`src/design/monitor_pkg.sv`:
```
/*
 Shared constants of the power monitor register bank: pointer values,
 configuration field positions, values after reset and timing counts.
 Assumes the one system clock mclk at 250 MHz.
*/
package monitor_pkg;
    // Pointer values of the six registers
    localparam logic [7:0] PTR_CFG   = 8'h00;
    localparam logic [7:0] PTR_SHUNT = 8'h01;
    localparam logic [7:0] PTR_RAIL  = 8'h02;
    localparam logic [7:0] PTR_POWER = 8'h03;
    localparam logic [7:0] PTR_CUR   = 8'h04;
    localparam logic [7:0] PTR_CAL   = 8'h05;
    // Values after reset
    localparam logic [15:0] CFG_RESET = 16'h399f;
    localparam logic [15:0] RES_RESET = 16'h0000;
    localparam logic [15:0] CAL_RESET = 16'h0000;
    // Configuration field positions
    localparam int SOFT_RESET_BIT = 15;
    localparam int UNUSED_BIT     = 14;
    localparam int RANGE_BIT      = 13;
    localparam int GAIN_HI_BIT    = 12;
    localparam int GAIN_LO_BIT    = 11;
    localparam int RAIL_CONV_LSB  = 7;
    localparam int SHUNT_CONV_LSB = 3;
    localparam int MODE_LSB       = 0;
    // Bus result: conversion ready flag position and rail code position
    localparam int READY_BIT      = 1;
    localparam int RAIL_CODE_LSB  = 3;
    // Result limits in counts
    localparam logic [15:0] SHUNT_LIMIT_G1 = 16'h0fa0;
    localparam logic [12:0] RAIL_MAX_16V   = 13'h0fa0;
    localparam logic [12:0] RAIL_MAX_32V   = 13'h1f40;
    // Timing
    localparam int unsigned CLK_PERIOD_NS = 4;
    localparam int unsigned UPDATE_NS     = 4000;
    localparam int unsigned UPDATE_CYC    = (UPDATE_NS + CLK_PERIOD_NS - 1) / CLK_PERIOD_NS;
    localparam int          DLY_W         = 10;
    localparam int unsigned CONV_NS [12]  = '{84000, 148000, 276000, 532000, 532000,
        1060000, 2130000, 4260000, 8510000, 17020000, 34050000, 68100000};
    localparam int unsigned CONV_CYC [12] = '{
        CONV_NS[0] / CLK_PERIOD_NS, CONV_NS[1] / CLK_PERIOD_NS, CONV_NS[2] / CLK_PERIOD_NS,
        CONV_NS[3] / CLK_PERIOD_NS, CONV_NS[4] / CLK_PERIOD_NS, CONV_NS[5] / CLK_PERIOD_NS,
        CONV_NS[6] / CLK_PERIOD_NS, CONV_NS[7] / CLK_PERIOD_NS, CONV_NS[8] / CLK_PERIOD_NS,
        CONV_NS[9] / CLK_PERIOD_NS, CONV_NS[10] / CLK_PERIOD_NS,
        CONV_NS[11] / CLK_PERIOD_NS};
endpackage

```
`src/design/serial_target.sv`:
```
/*
 Two-wire serial target: byte engine with start/stop detection, address
 match, acknowledge and byte shifting. Pins are asynchronous and pass two
 flip-flops; data bytes for reads come from the bank in the same clock.
*/
`timescale 1ns/1ps
module serial_target
    import monitor_pkg::*;
(
    // Clock and reset
    input  wire logic       mclk,
    input  wire logic       reset,
    // Pins
    input  wire logic       scl_in,
    input  wire logic       sda_in,
    output logic            sda_out,
    output logic            sda_oe,
    // Byte side
    input  wire logic [6:0] dev_addr,
    input  wire logic [7:0] tx_byte,
    output logic            tx_taken,
    output logic            rx_valid,
    output logic [7:0]      rx_data,
    output logic            start_seen,
    output logic            stop_seen
);
    typedef enum logic [2:0] {T_IDLE, T_ADDR, T_AACK, T_WRITE, T_WACK, T_READ, T_RACK,
        T_SKIP} tstate_t;
    typedef struct packed {
        logic [1:0] scl_s;
        logic [1:0] sda_s;
        logic       scl_p;
        logic       sda_p;
        tstate_t    st;
        logic [7:0] sr;
        logic [3:0] cnt;
        logic       rw;
        logic       oe;
        logic       taken;
        logic       rxv;
        logic       sta;
        logic       sto;
    } target_t;
    target_t q, d;
    logic rise, fall, start_c, stop_c;

    // Edge and condition detection on the second synchroniser stage
    assign rise    = q.scl_s[1] & ~q.scl_p;
    assign fall    = ~q.scl_s[1] & q.scl_p;
    assign start_c = q.scl_s[1] & q.scl_p & q.sda_p & ~q.sda_s[1];
    assign stop_c  = q.scl_s[1] & q.scl_p & ~q.sda_p & q.sda_s[1];

    // Bit engine
    always_comb begin
        d       = q;
        d.scl_s = {q.scl_s[0], scl_in};
        d.sda_s = {q.sda_s[0], sda_in};
        d.scl_p = q.scl_s[1];
        d.sda_p = q.sda_s[1];
        d.taken = 1'b0;
        d.rxv   = 1'b0;
        d.sta   = start_c;
        d.sto   = stop_c;
        if (start_c) begin
            d.st  = T_ADDR;
            d.cnt = '0;
            d.oe  = 1'b0;
        end else if (stop_c) begin
            d.st = T_IDLE;
            d.oe = 1'b0;
        end else if (rise) begin
            if (q.st == T_ADDR || q.st == T_WRITE) begin
                d.sr  = {q.sr[6:0], q.sda_s[1]};
                d.cnt = q.cnt + 4'h1;
            end else if (q.st == T_RACK && q.sda_s[1]) begin
                d.st = T_SKIP;                     // Host ended the read
            end
        end else if (fall) begin
            unique case (q.st)
                T_ADDR: if (q.cnt == 4'h8) begin
                    if (q.sr[7:1] == dev_addr) begin
                        d.st = T_AACK;
                        d.oe = 1'b1;
                        d.rw = q.sr[0];
                    end else begin
                        d.st = T_SKIP;
                    end
                end
                T_AACK, T_RACK: if (q.rw) begin
                    d.st    = T_READ;
                    d.taken = 1'b1;
                    d.oe    = ~tx_byte[7];
                    d.sr    = {tx_byte[6:0], 1'b1};
                    d.cnt   = 4'h1;
                end else begin
                    d.st  = T_WRITE;
                    d.oe  = 1'b0;
                    d.cnt = '0;
                end
                T_WRITE: if (q.cnt == 4'h8) begin
                    d.st  = T_WACK;
                    d.oe  = 1'b1;
                    d.rxv = 1'b1;
                end
                T_WACK: begin
                    d.st  = T_WRITE;
                    d.oe  = 1'b0;
                    d.cnt = '0;
                end
                T_READ: if (q.cnt == 4'h8) begin
                    d.st = T_RACK;
                    d.oe = 1'b0;
                end else begin
                    d.oe  = ~q.sr[7];
                    d.sr  = {q.sr[6:0], 1'b1};
                    d.cnt = q.cnt + 4'h1;
                end
                T_IDLE, T_SKIP: d.oe = 1'b0;
            endcase
        end
    end

    // State register
    always_ff @(posedge mclk or posedge reset) begin
        if (reset) begin
            q <= '{scl_s: 2'h3, sda_s: 2'h3, scl_p: 1'b1, sda_p: 1'b1, st: T_IDLE,
                default: '0};
        end else begin
            q <= d;
        end
    end

    assign sda_out    = 1'b0;                      // Open drain: only ever pulls low
    assign sda_oe     = q.oe;
    assign tx_taken   = q.taken;
    assign rx_valid   = q.rxv;
    assign rx_data    = q.sr;
    assign start_seen = q.sta;
    assign stop_seen  = q.sto;
endmodule // serial_target

```
`src/design/conversion_pacer.sv`:
```
/*
 Conversion pacer: times one shunt and/or rail conversion sequence and
 pulses when each result is due. Cycle counts come from the bank.
*/
`timescale 1ns/1ps
module conversion_pacer (
    // Clock and reset
    input  wire logic        mclk,
    input  wire logic        reset,
    // Control
    input  wire logic        abort,
    input  wire logic        start,
    input  wire logic        do_shunt,
    input  wire logic        do_rail,
    input  wire logic [31:0] shunt_cyc,
    input  wire logic [31:0] rail_cyc,
    // Events
    output logic             shunt_done,
    output logic             rail_done,
    output logic             seq_done,
    output logic             busy
);
    typedef enum logic [1:0] {P_IDLE, P_SHUNT, P_RAIL} pstate_t;
    typedef struct packed {
        pstate_t     st;
        logic [31:0] cnt;
        logic [31:0] rail_cnt;
        logic        rail_next;
        logic        sd;
        logic        rd;
        logic        qd;
    } pacer_t;
    pacer_t q, d;

    // Sequence: shunt first, then rail
    always_comb begin
        d    = q;
        d.sd = 1'b0;
        d.rd = 1'b0;
        d.qd = 1'b0;
        unique case (q.st)
            P_IDLE: if (start && (do_shunt || do_rail)) begin
                d.rail_next = do_rail;
                d.rail_cnt  = rail_cyc - 32'h1;
                d.st        = do_shunt ? P_SHUNT : P_RAIL;
                d.cnt       = (do_shunt ? shunt_cyc : rail_cyc) - 32'h1;
            end
            P_SHUNT: if (q.cnt == '0) begin
                d.sd  = 1'b1;
                d.st  = q.rail_next ? P_RAIL : P_IDLE;
                d.qd  = ~q.rail_next;
                d.cnt = q.rail_cnt;
            end else begin
                d.cnt = q.cnt - 32'h1;
            end
            P_RAIL: if (q.cnt == '0) begin
                d.rd = 1'b1;
                d.qd = 1'b1;
                d.st = P_IDLE;
            end else begin
                d.cnt = q.cnt - 32'h1;
            end
            default: d.st = P_IDLE;                        // Unused code recovers to idle
        endcase
        if (abort) begin
            d.st = P_IDLE;
        end
    end

    // State register
    always_ff @(posedge mclk or posedge reset) begin
        if (reset) begin
            q <= '{st: P_IDLE, default: '0};
        end else begin
            q <= d;
        end
    end

    assign shunt_done = q.sd;
    assign rail_done  = q.rd;
    assign seq_done   = q.qd;
    assign busy       = (q.st != P_IDLE);
endmodule // conversion_pacer

```
`src/design/power_monitor_register_bank.sv`:
```
/*
 Register bank of a shunt current and power monitor, reached over the
 two-wire serial pins through a pointer. Holds configuration and
 calibration, captures shunt and rail codes from the converter front end
 (same clock domain) and derives current and power.
*/
`timescale 1ns/1ps
// Functional notes
// - Written data takes effect 4 us after the write transaction's stop; a pending word is applied at once when a newer word arrives.
// - Pointer 00..05 selects configuration, shunt, rail, power, current, calibration.
// - Power-on loads configuration with 399f.
// - Power and current read zero after reset and while calibration is zero.
// - Calibration scales the current and power results.
// - Each 16-bit register moves as two bytes, high byte first.
// - Writing one to bit 15 resets every register; the bit self-clears.
// - Range bit selects 16 V (0) or 32 V (1) rail full scale; default one.
// - Gain codes 00..11 give 40, 80, 160, 320 mV shunt range.
// - Shunt gain defaults to divide-by-eight, 320 mV range.
// - Bits 10..7 pick rail resolution or averaging.
// - Bits 6..3 pick shunt resolution or averaging.
// - Top bit zero: low two bits pick 9..12 bit, 84..532 us.
// - Top bit one: 1000 single sample, then 2..128 averages up to 68.10 ms.
// - Mode field: power-down, off, triggered or continuous per channel.
// - Only configuration and calibration accept writes.
// - Shunt result is two's complement, 10 uV counts, clamped to the range of the gain.
module power_monitor_register_bank
    import monitor_pkg::*;
#(
    parameter logic [6:0]  dev_addr_p = 7'h45,           // Target address, arbitrary
    parameter int unsigned conv_cyc_p [12] = CONV_CYC
)(
    // Clock and reset
    input  wire logic        mclk,
    input  wire logic        reset,
    // Serial pins
    input  wire logic        scl_in,
    input  wire logic        sda_in,
    output logic             sda_out,
    output logic             sda_oe,
    // Converter front end codes
    input  wire logic [15:0] shunt_code,
    input  wire logic [12:0] rail_code,
    // Converter front end control
    output logic [1:0]       shunt_gain_field,
    output logic             rail_range_select,
    output logic [3:0]       rail_converter_setting,
    output logic [3:0]       shunt_converter_setting,
    output logic             converter_enable,
    output logic             conv_busy
);
    typedef struct packed {
        logic [15:0]      cfg;
        logic [15:0]      cal;
        logic [15:0]      shunt;
        logic [15:0]      rail;
        logic [15:0]      cur;
        logic [15:0]      pwr;
        logic [7:0]       ptr;
        logic [1:0]       wphase;
        logic [7:0]       msb;
        logic [7:0]       hold_ptr;
        logic [15:0]      hold;
        logic             pend;
        logic             run;
        logic [DLY_W-1:0] dly;
        logic             tx_hi;
        logic             calc;
        logic             kick;
        logic             abort;
        logic             en;
    } bank_t;
    localparam bank_t BANK_RST = '{cfg: CFG_RESET, cal: CAL_RESET, shunt: RES_RESET,
        rail: RES_RESET, cur: RES_RESET, pwr: RES_RESET, ptr: PTR_CFG, tx_hi: 1'b1,
        en: 1'b1, default: '0};
    localparam logic [1:0] WP_PTR = 2'h0;
    localparam logic [1:0] WP_MSB = 2'h1;
    localparam logic [1:0] WP_LSB = 2'h2;

    bank_t q, d;
    logic        tx_taken, rx_valid, start_seen, stop_seen;
    logic [7:0]  rx_data, tx_byte;
    logic        shunt_done, rail_done, seq_done, busy;
    logic [31:0] shunt_cyc, rail_cyc;
    logic [15:0] rd_word;
    logic signed [32:0] cur_prod;
    logic [15:0] cur_w, cur_mag;
    logic [28:0] pwr_prod;

    // Conversion time of a converter setting
    function automatic logic [31:0] conv_cycles(input logic [3:0] s);
        logic [3:0] idx;
        idx = s[3] ? (4'h4 + {1'b0, s[2:0]}) : {2'b00, s[1:0]};
        return 32'(conv_cyc_p[idx]);
    endfunction

    // Mode decode: triggered when the top bit is clear and a channel is on
    function automatic logic is_triggered(input logic [2:0] m);
        return ~m[2] & (m[1:0] != 2'b00);
    endfunction

    // Shunt code clamped to the range of the gain; two's complement keeps sign
    function automatic logic [15:0] fmt_shunt(input logic [15:0] raw, input logic [1:0] g);
        logic signed [15:0] lim;
        logic signed [15:0] v;
        lim = $signed(SHUNT_LIMIT_G1 << g);
        v   = $signed(raw);
        if (v > lim) begin
            v = lim;
        end else if (v < -lim) begin
            v = -lim;
        end
        return v;
    endfunction

    // Apply a committed write to the register image
    function automatic bank_t apply(input bank_t b, input logic [7:0] p,
                                    input logic [15:0] w);
        bank_t r;
        r = b;
        if (p == PTR_CFG) begin
            if (w[SOFT_RESET_BIT]) begin
                r       = BANK_RST;
                r.ptr   = b.ptr;
                r.abort = 1'b1;
            end else begin
                r.cfg              = w;
                r.cfg[UNUSED_BIT]  = 1'b0;
                r.kick             = is_triggered(w[2:0]);
                r.rail[READY_BIT]  = 1'b0;
            end
        end else if (p == PTR_CAL) begin
            r.cal = w;
        end
        return r;
    endfunction

    serial_target u_target (
        .mclk       (mclk),
        .reset      (reset),
        .scl_in     (scl_in),
        .sda_in     (sda_in),
        .sda_out    (sda_out),
        .sda_oe     (sda_oe),
        .dev_addr   (dev_addr_p),
        .tx_byte    (tx_byte),
        .tx_taken   (tx_taken),
        .rx_valid   (rx_valid),
        .rx_data    (rx_data),
        .start_seen (start_seen),
        .stop_seen  (stop_seen)
    );

    assign shunt_cyc = conv_cycles(q.cfg[SHUNT_CONV_LSB +: 4]);
    assign rail_cyc  = conv_cycles(q.cfg[RAIL_CONV_LSB +: 4]);

    conversion_pacer u_pacer (
        .mclk       (mclk),
        .reset      (reset),
        .abort      (q.abort),
        .start      (q.kick),
        .do_shunt   (q.cfg[MODE_LSB]),
        .do_rail    (q.cfg[MODE_LSB + 1]),
        .shunt_cyc  (shunt_cyc),
        .rail_cyc   (rail_cyc),
        .shunt_done (shunt_done),
        .rail_done  (rail_done),
        .seq_done   (seq_done),
        .busy       (busy)
    );

    // Read multiplexer by pointer; unmapped pointers read zero
    always_comb begin
        unique case (q.ptr)
            PTR_CFG:   rd_word = q.cfg;
            PTR_SHUNT: rd_word = q.shunt;
            PTR_RAIL:  rd_word = q.rail;
            PTR_POWER: rd_word = q.pwr;
            PTR_CUR:   rd_word = q.cur;
            PTR_CAL:   rd_word = q.cal;
            default:   rd_word = 16'h0000;
        endcase
        tx_byte = q.tx_hi ? rd_word[15:8] : rd_word[7:0];
    end

    // Current and power from the latest shunt and rail results
    always_comb begin
        cur_prod = $signed(q.shunt) * $signed({1'b0, q.cal});
        cur_w    = cur_prod[27:12];
        cur_mag  = cur_w[15] ? 16'(-cur_w) : cur_w;
        pwr_prod = cur_mag * q.rail[15:RAIL_CODE_LSB];
    end

    // Register bank update
    always_comb begin
        d       = q;
        d.kick  = 1'b0;
        d.abort = 1'b0;
        d.calc  = 1'b0;
        // Byte framing of the serial link
        if (start_seen) begin
            d.wphase = WP_PTR;
            d.tx_hi  = 1'b1;
        end
        if (tx_taken) begin
            d.tx_hi = ~q.tx_hi;
        end
        if (rx_valid) begin
            unique case (q.wphase)
                WP_PTR: begin
                    d.ptr    = rx_data;
                    d.tx_hi  = 1'b1;
                    d.wphase = WP_MSB;
                end
                WP_MSB: begin
                    d.msb    = rx_data;
                    d.wphase = WP_LSB;
                end
                WP_LSB: begin
                    if (q.pend) begin
                        d = apply(d, q.hold_ptr, q.hold);         // Older write goes first
                    end
                    d.hold     = {q.msb, rx_data};
                    d.hold_ptr = q.ptr;
                    d.pend     = 1'b1;
                    d.run      = 1'b0;
                    d.wphase   = WP_MSB;
                end
                default: d.wphase = WP_PTR;
            endcase
        end
        // Delayed commit after the stop condition
        if (stop_seen && q.pend && !q.run) begin
            d.run = 1'b1;
            d.dly = DLY_W'(UPDATE_CYC - 1);
        end else if (q.run && !(rx_valid && q.wphase == WP_LSB)) begin  // Newer pair flushed it
            if (q.dly == '0) begin
                d.run  = 1'b0;
                d.pend = 1'b0;
                d      = apply(d, q.hold_ptr, q.hold);
            end else begin
                d.dly = q.dly - DLY_W'(1);
            end
        end
        // Continuous modes restart the pacer whenever it is idle
        if (q.cfg[2] && q.cfg[1:0] != 2'b00 && !busy && !q.kick && !q.abort) begin
            d.kick = 1'b1;
        end
        d.en = (q.cfg[1:0] != 2'b00);
        // Results from the converter front end
        if (shunt_done) begin
            d.shunt = fmt_shunt(shunt_code, q.cfg[GAIN_HI_BIT:GAIN_LO_BIT]);
            d.calc  = 1'b1;
        end
        if (rail_done) begin
            d.rail[15:RAIL_CODE_LSB] = q.cfg[RANGE_BIT] ?
                ((rail_code > RAIL_MAX_32V) ? RAIL_MAX_32V : rail_code) :
                ((rail_code > RAIL_MAX_16V) ? RAIL_MAX_16V : rail_code);
            d.calc = 1'b1;
        end
        if (seq_done) begin
            d.rail[READY_BIT] = 1'b1;                             // Set wins over clear
        end
        if (q.calc) begin
            d.cur = cur_w;
            d.pwr = pwr_prod[27:12];
        end
    end

    // State register
    always_ff @(posedge mclk or posedge reset) begin
        if (reset) begin
            q <= BANK_RST;
        end else begin
            q <= d;
        end
    end

    // Front end control straight from the configuration register; enable one clock later, busy from the pacer
    assign shunt_gain_field        = q.cfg[GAIN_HI_BIT:GAIN_LO_BIT];
    assign rail_range_select       = q.cfg[RANGE_BIT];
    assign rail_converter_setting  = q.cfg[RAIL_CONV_LSB +: 4];
    assign shunt_converter_setting = q.cfg[SHUNT_CONV_LSB +: 4];
    assign converter_enable        = q.en;
    assign conv_busy               = busy;
endmodule // power_monitor_register_bank

```
`config.mk`:
```
export PLATFORM = sky130hd
export DESIGN_NAME = power_monitor_register_bank
export DESIGN_NICKNAME = d
export VERILOG_FILES = /design/src/design/monitor_pkg.sv /design/src/design/serial_target.sv /design/src/design/conversion_pacer.sv /design/src/design/power_monitor_register_bank.sv
export SDC_FILE = /design/constraint.sdc
export NUM_CORES = 2
export LEC_CHECK = 0
export ABC_CLOCK_PERIOD_IN_PS = 36500
export BUFFER_PORTS_ARGS = -buffer_cell sky130_fd_sc_hd__buf_2
export CORE_ASPECT_RATIO = 0.6
export CORE_MARGIN = 2
export CORE_UTILIZATION = 45
export DETAILED_ROUTE_END_ITERATION = 7
export GPL_TIMING_DRIVEN = 1
export HOLD_SLACK_MARGIN = 0.06
export SLEW_MARGIN = 30
export SYNTH_ARGS = -nofsm -noshare
export SYNTH_HDL_FRONTEND = slang
export SYNTH_SLANG_ARGS = --single-unit
```
`constraint.sdc`:
```
create_clock -name mclk -period 36.5 [get_ports mclk]
set_input_delay 3.65 -clock mclk [delete_from_list [all_inputs] [get_ports mclk]]
set_output_delay 3.65 -clock mclk [all_outputs]
set_load 0.01 [all_outputs]
```
==> metrics.csv <==
stage,metric,value,unit
timing,fin_skew,13.3,ps
die,die_w,336,um
critical_path,max_stage_delay,840,ps
clock_tree,post-cts-setup-buffers,0,
yosys,synth.top_cell.area_share,22.9,%
yosys,yosysWarnings,0,
global_route,antenna_found_initial,1,
global_route,grt_pass1_vias,23400,
timing,setup-tns-final,0,ps
clock_tree,cts.clk_slew.worst_paths,80,ps
placed_design,io_buffers,46,
routing,wirelength,89300,um
cells_and_area,final_nets,4031,
timing,grt_setup_unrepaired,false,
timing,clock.fmax,77.0,MHz
pwr,vdd.ir_drop.worst,0.0355,mV
cells_and_area,drive_above_1_share,6.92,%
timing,finalHoldViolCount,0,
clock_tree,h-tree-depth,1,
die,initial_core_util,45.8,%
global_route,grt_overflow_total,0,
critical_path,cp.required,36960,ps
pwr,p_leak,15.3,nW
yosys,syn_area,29800,um^2
clock_tree,root_buffer,clkbuf_16,
pwr,power.density,20.3,nW/um^2
critical_path,path_max_fanout,18,
routing,wl_per_cell,20.5,um
yosys,synth.ff_latch_count,251,
timing,holdWs,356,ps
timing,tightest_slew,946,ps
yosys,synthCells,3526,
global_route,met2_usage,32.3,%
hold_path,min_path_type,reg -> reg,
yosys,synthDistinctLibCells,96,
hold_path,min_to,u_target.d[22],
global_route,grt_max_degree,155,
timing,layout_setup_ws,23510,ps
timing,max-slew-margin-rel,37.0,%
global_route,use_met3,10.7,%
routing,viasPerCell,5.52,
yosys,syn_area_per_cell,8.44,um^2
yosys,synth_top_area_cell,fa_1,
routing,via_count,24100,
critical_path,crit_type,reg -> reg,
clock_tree,cts_tree,yes,
timing,finalSetupViolCount,0,
clock_tree,clock-sinks,251,
global_route,busiest_layer,met1,
outcome,status,"finished, final reports clean",
yosys,async_flop_share,100,%
yosys,yosysMostFrequentCell,nand2_1,
die,fp-row-count,72,
global_route,grt_pass1_wl,141000,um
clock_tree,clock_path_buffers,3,
critical_path,timing.rr.start,q[108],
critical_path,crit_path_top_delay_cell,dfrtp_1,
die,die_h,203,um
critical_path,r2r-end,q[71],
critical_path,start_kind,register,
critical_path,r2r_slack,23510,ps
global_route,use_met1,44.2,%
die,ioPinCount,48,
clock_tree,cts_resized,0,
critical_path,rr_worst_depth,42,
placed_design,place_hpwl,69100,um
clock_tree,holdBufCountCts,0,
global_route,grt_usage,26.8,%
timing,slew_viol_final,0,
timing,fin_crit_sh,35.6,%
yosys,yosysSeqAreaShare,21.2,%
yosys,synthFlopType,dfrtp_1,
yosys,synthTopCellsByArea,"fa_1 (23%), dfrtp_1 (20%), ha_1 (8.8%), nand2_1 (7.4%), inv_1 (6.1%)",
yosys,netlist_top_cells_count,"nand2_1 (588), inv_1 (480), fa_1 (341), dfrtp_1 (233), and2_1 (220)",
die,coreArea,65000,um^2
critical_path,cp.arrival,13450,ps
routing,dr.pass1.iters,8,
hold_path,holdPathStages,0,
timing,period_needed,12990,ps
routing,drc,0,
clock_tree,cts_buffers,26,
flow_run,maxCapViolCount,0,
routing,first_iter_violations,2625,
cells_and_area,syn_to_final_growth,6.37,%
placed_design,place_congestion,0.954,
yosys,synth_edf_count,0,
yosys,syn_nets,4109,
critical_path,cp_common_cell,fa_1,
cells_and_area,n_fill_cell,6332,
die,dieArea,68300,um^2
routing,antenna_left,0,
placed_design,dp_slack,23610,ps
clock_tree,insertion_delay,580,ps
hold_path,hold_path.startpoint,u_target.d[26],
critical_path,worstSetupEndpointType,register,
==> flip-flops by register name, summed over array words and instances, names as in the netlist <==
| name | count |
|---|---|
| u_target.start_seen | 1 |
| u_target.rx_valid | 1 |
| u_pacer.shunt_done | 1 |
| u_pacer.q | 66 |
| rail_converter_setting | 4 |
| u_target.sda_oe | 1 |
| rail_range_select | 1 |
| u_target.d | 4 |
| u_target.tx_taken | 1 |
| converter_enable | 1 |
| shunt_converter_setting | 4 |
| u_target.q | 10 |
| shunt_gain_field | 2 |
| u_pacer.seq_done | 1 |
| q | 143 |
| u_target.rx_data | 8 |
| u_pacer.rail_done | 1 |
| u_target.stop_seen | 1 |
==> logic make-up (layout without fill, tap and decap cells) <==
group	count (synthesis)	after routing	share of synthesized area, %
xor+xnor	89	89	2.67
buf+inv	681	623	8.84
compound gates	617	617	13.0
other cells	1	2	0.0126
flops	251	251	21.2
mux	60	60	2.14
simple gates	1277	1277	20.5
fa+ha+maj	550	550	31.7
==> metal layers <==
metal  vias to the layer above  routed length [um]
met3                        63               11300
li1                      11200                   -
met2                       985               31300
met4                         2                 951
met5                         -                  99
met1                     11800               45700
==> layout by cell type, fill, tap and decap left out, drive strengths merged, types with 14 or more instances in the layout <==
cell,netlist,routed
nand2,588,588
inv,482,484
fa,341,341
dfrtp,233,233
and2,222,222
o21ai,210,210
ha,209,209
nor2,170,170
a21oi,163,163
buf,40,92
xnor2,60,60
nand3,58,58
nor2b,47,47
nand2b,44,44
nor3,37,37
clkbuf,157,36
mux2i,30,30
mux2,30,30
xor2,29,29
a22oi,29,29
a21o,24,24
o22a,19,19
a31oi,18,18
dfstp,18,18
nand4,18,18
nor4,17,17
a221oi,16,16
o211ai,16,16
o21a,16,16
a211oi,16,16
a22o,14,14
==> worst max-delay path by stage <==
stage	start	endpoint	slack, ps
after floorplan	q[134]	q[71]	24590
after global placement	q[133]	q[71]	23820
after detailed placement	q[133]	q[71]	23610
after CTS	q[108]	q[71]	23580
after global routing	q[133]	q[71]	22860
final	q[108]	q[71]	23510
==> power breakdown <==
group	switching, W	internal [W]	total, W	leakage [nW]
registers	0.0000169	0.000286	0.000302	3.34
logic	0.0000255	0.0000167	0.0000423	11.5
clock network	0.000127	0.000170	0.000297	0.452
total	0.000170	0.000473	0.000642	15.3
==> final cells by class <==
cell class                      count  area (um^2)  area share, %
Multi-Input combinational cell   2594        20900           66.0
Sequential cell                   251         6300           19.9
Inverter                          483         1820           5.75
Tap cell                          888         1110           3.51
Clock buffer                       36          768           2.43
Timing Repair Buffer               92          588           1.86
Clock inverter                     12          178          0.561
Antenna cell                        1         2.50        0.00791
==> through the flow <==
stage / cell area [um^2] / total power (W) / utilization [%] / instances
2_1_floorplan: 29800 / 0.000331 / - / 3526
4_1_cts: 31600 / 0.000645 / 48.7 / 4356
5_1_grt: 31600 / 0.000663 / 48.7 / 4357
6_report: 31600 / 0.000642 / 48.7 / 4357
3_3_place_gp: 30700 / 0.000349 / 47.2 / 4308
3_5_place_dp: 30700 / 0.000349 / 47.3 / 4308
==> critical path, delay by kind of cell, from the launching register on <==
kind / cells / cell delay [ps]
simple gates: 7 / 2240
mux: 1 / 190
flops: 1 / 840
fa+ha+maj: 14 / 6640
buf+inv: 7 / 380
compound gates: 13 / 2580
Power figures use the tool's default switching activity.
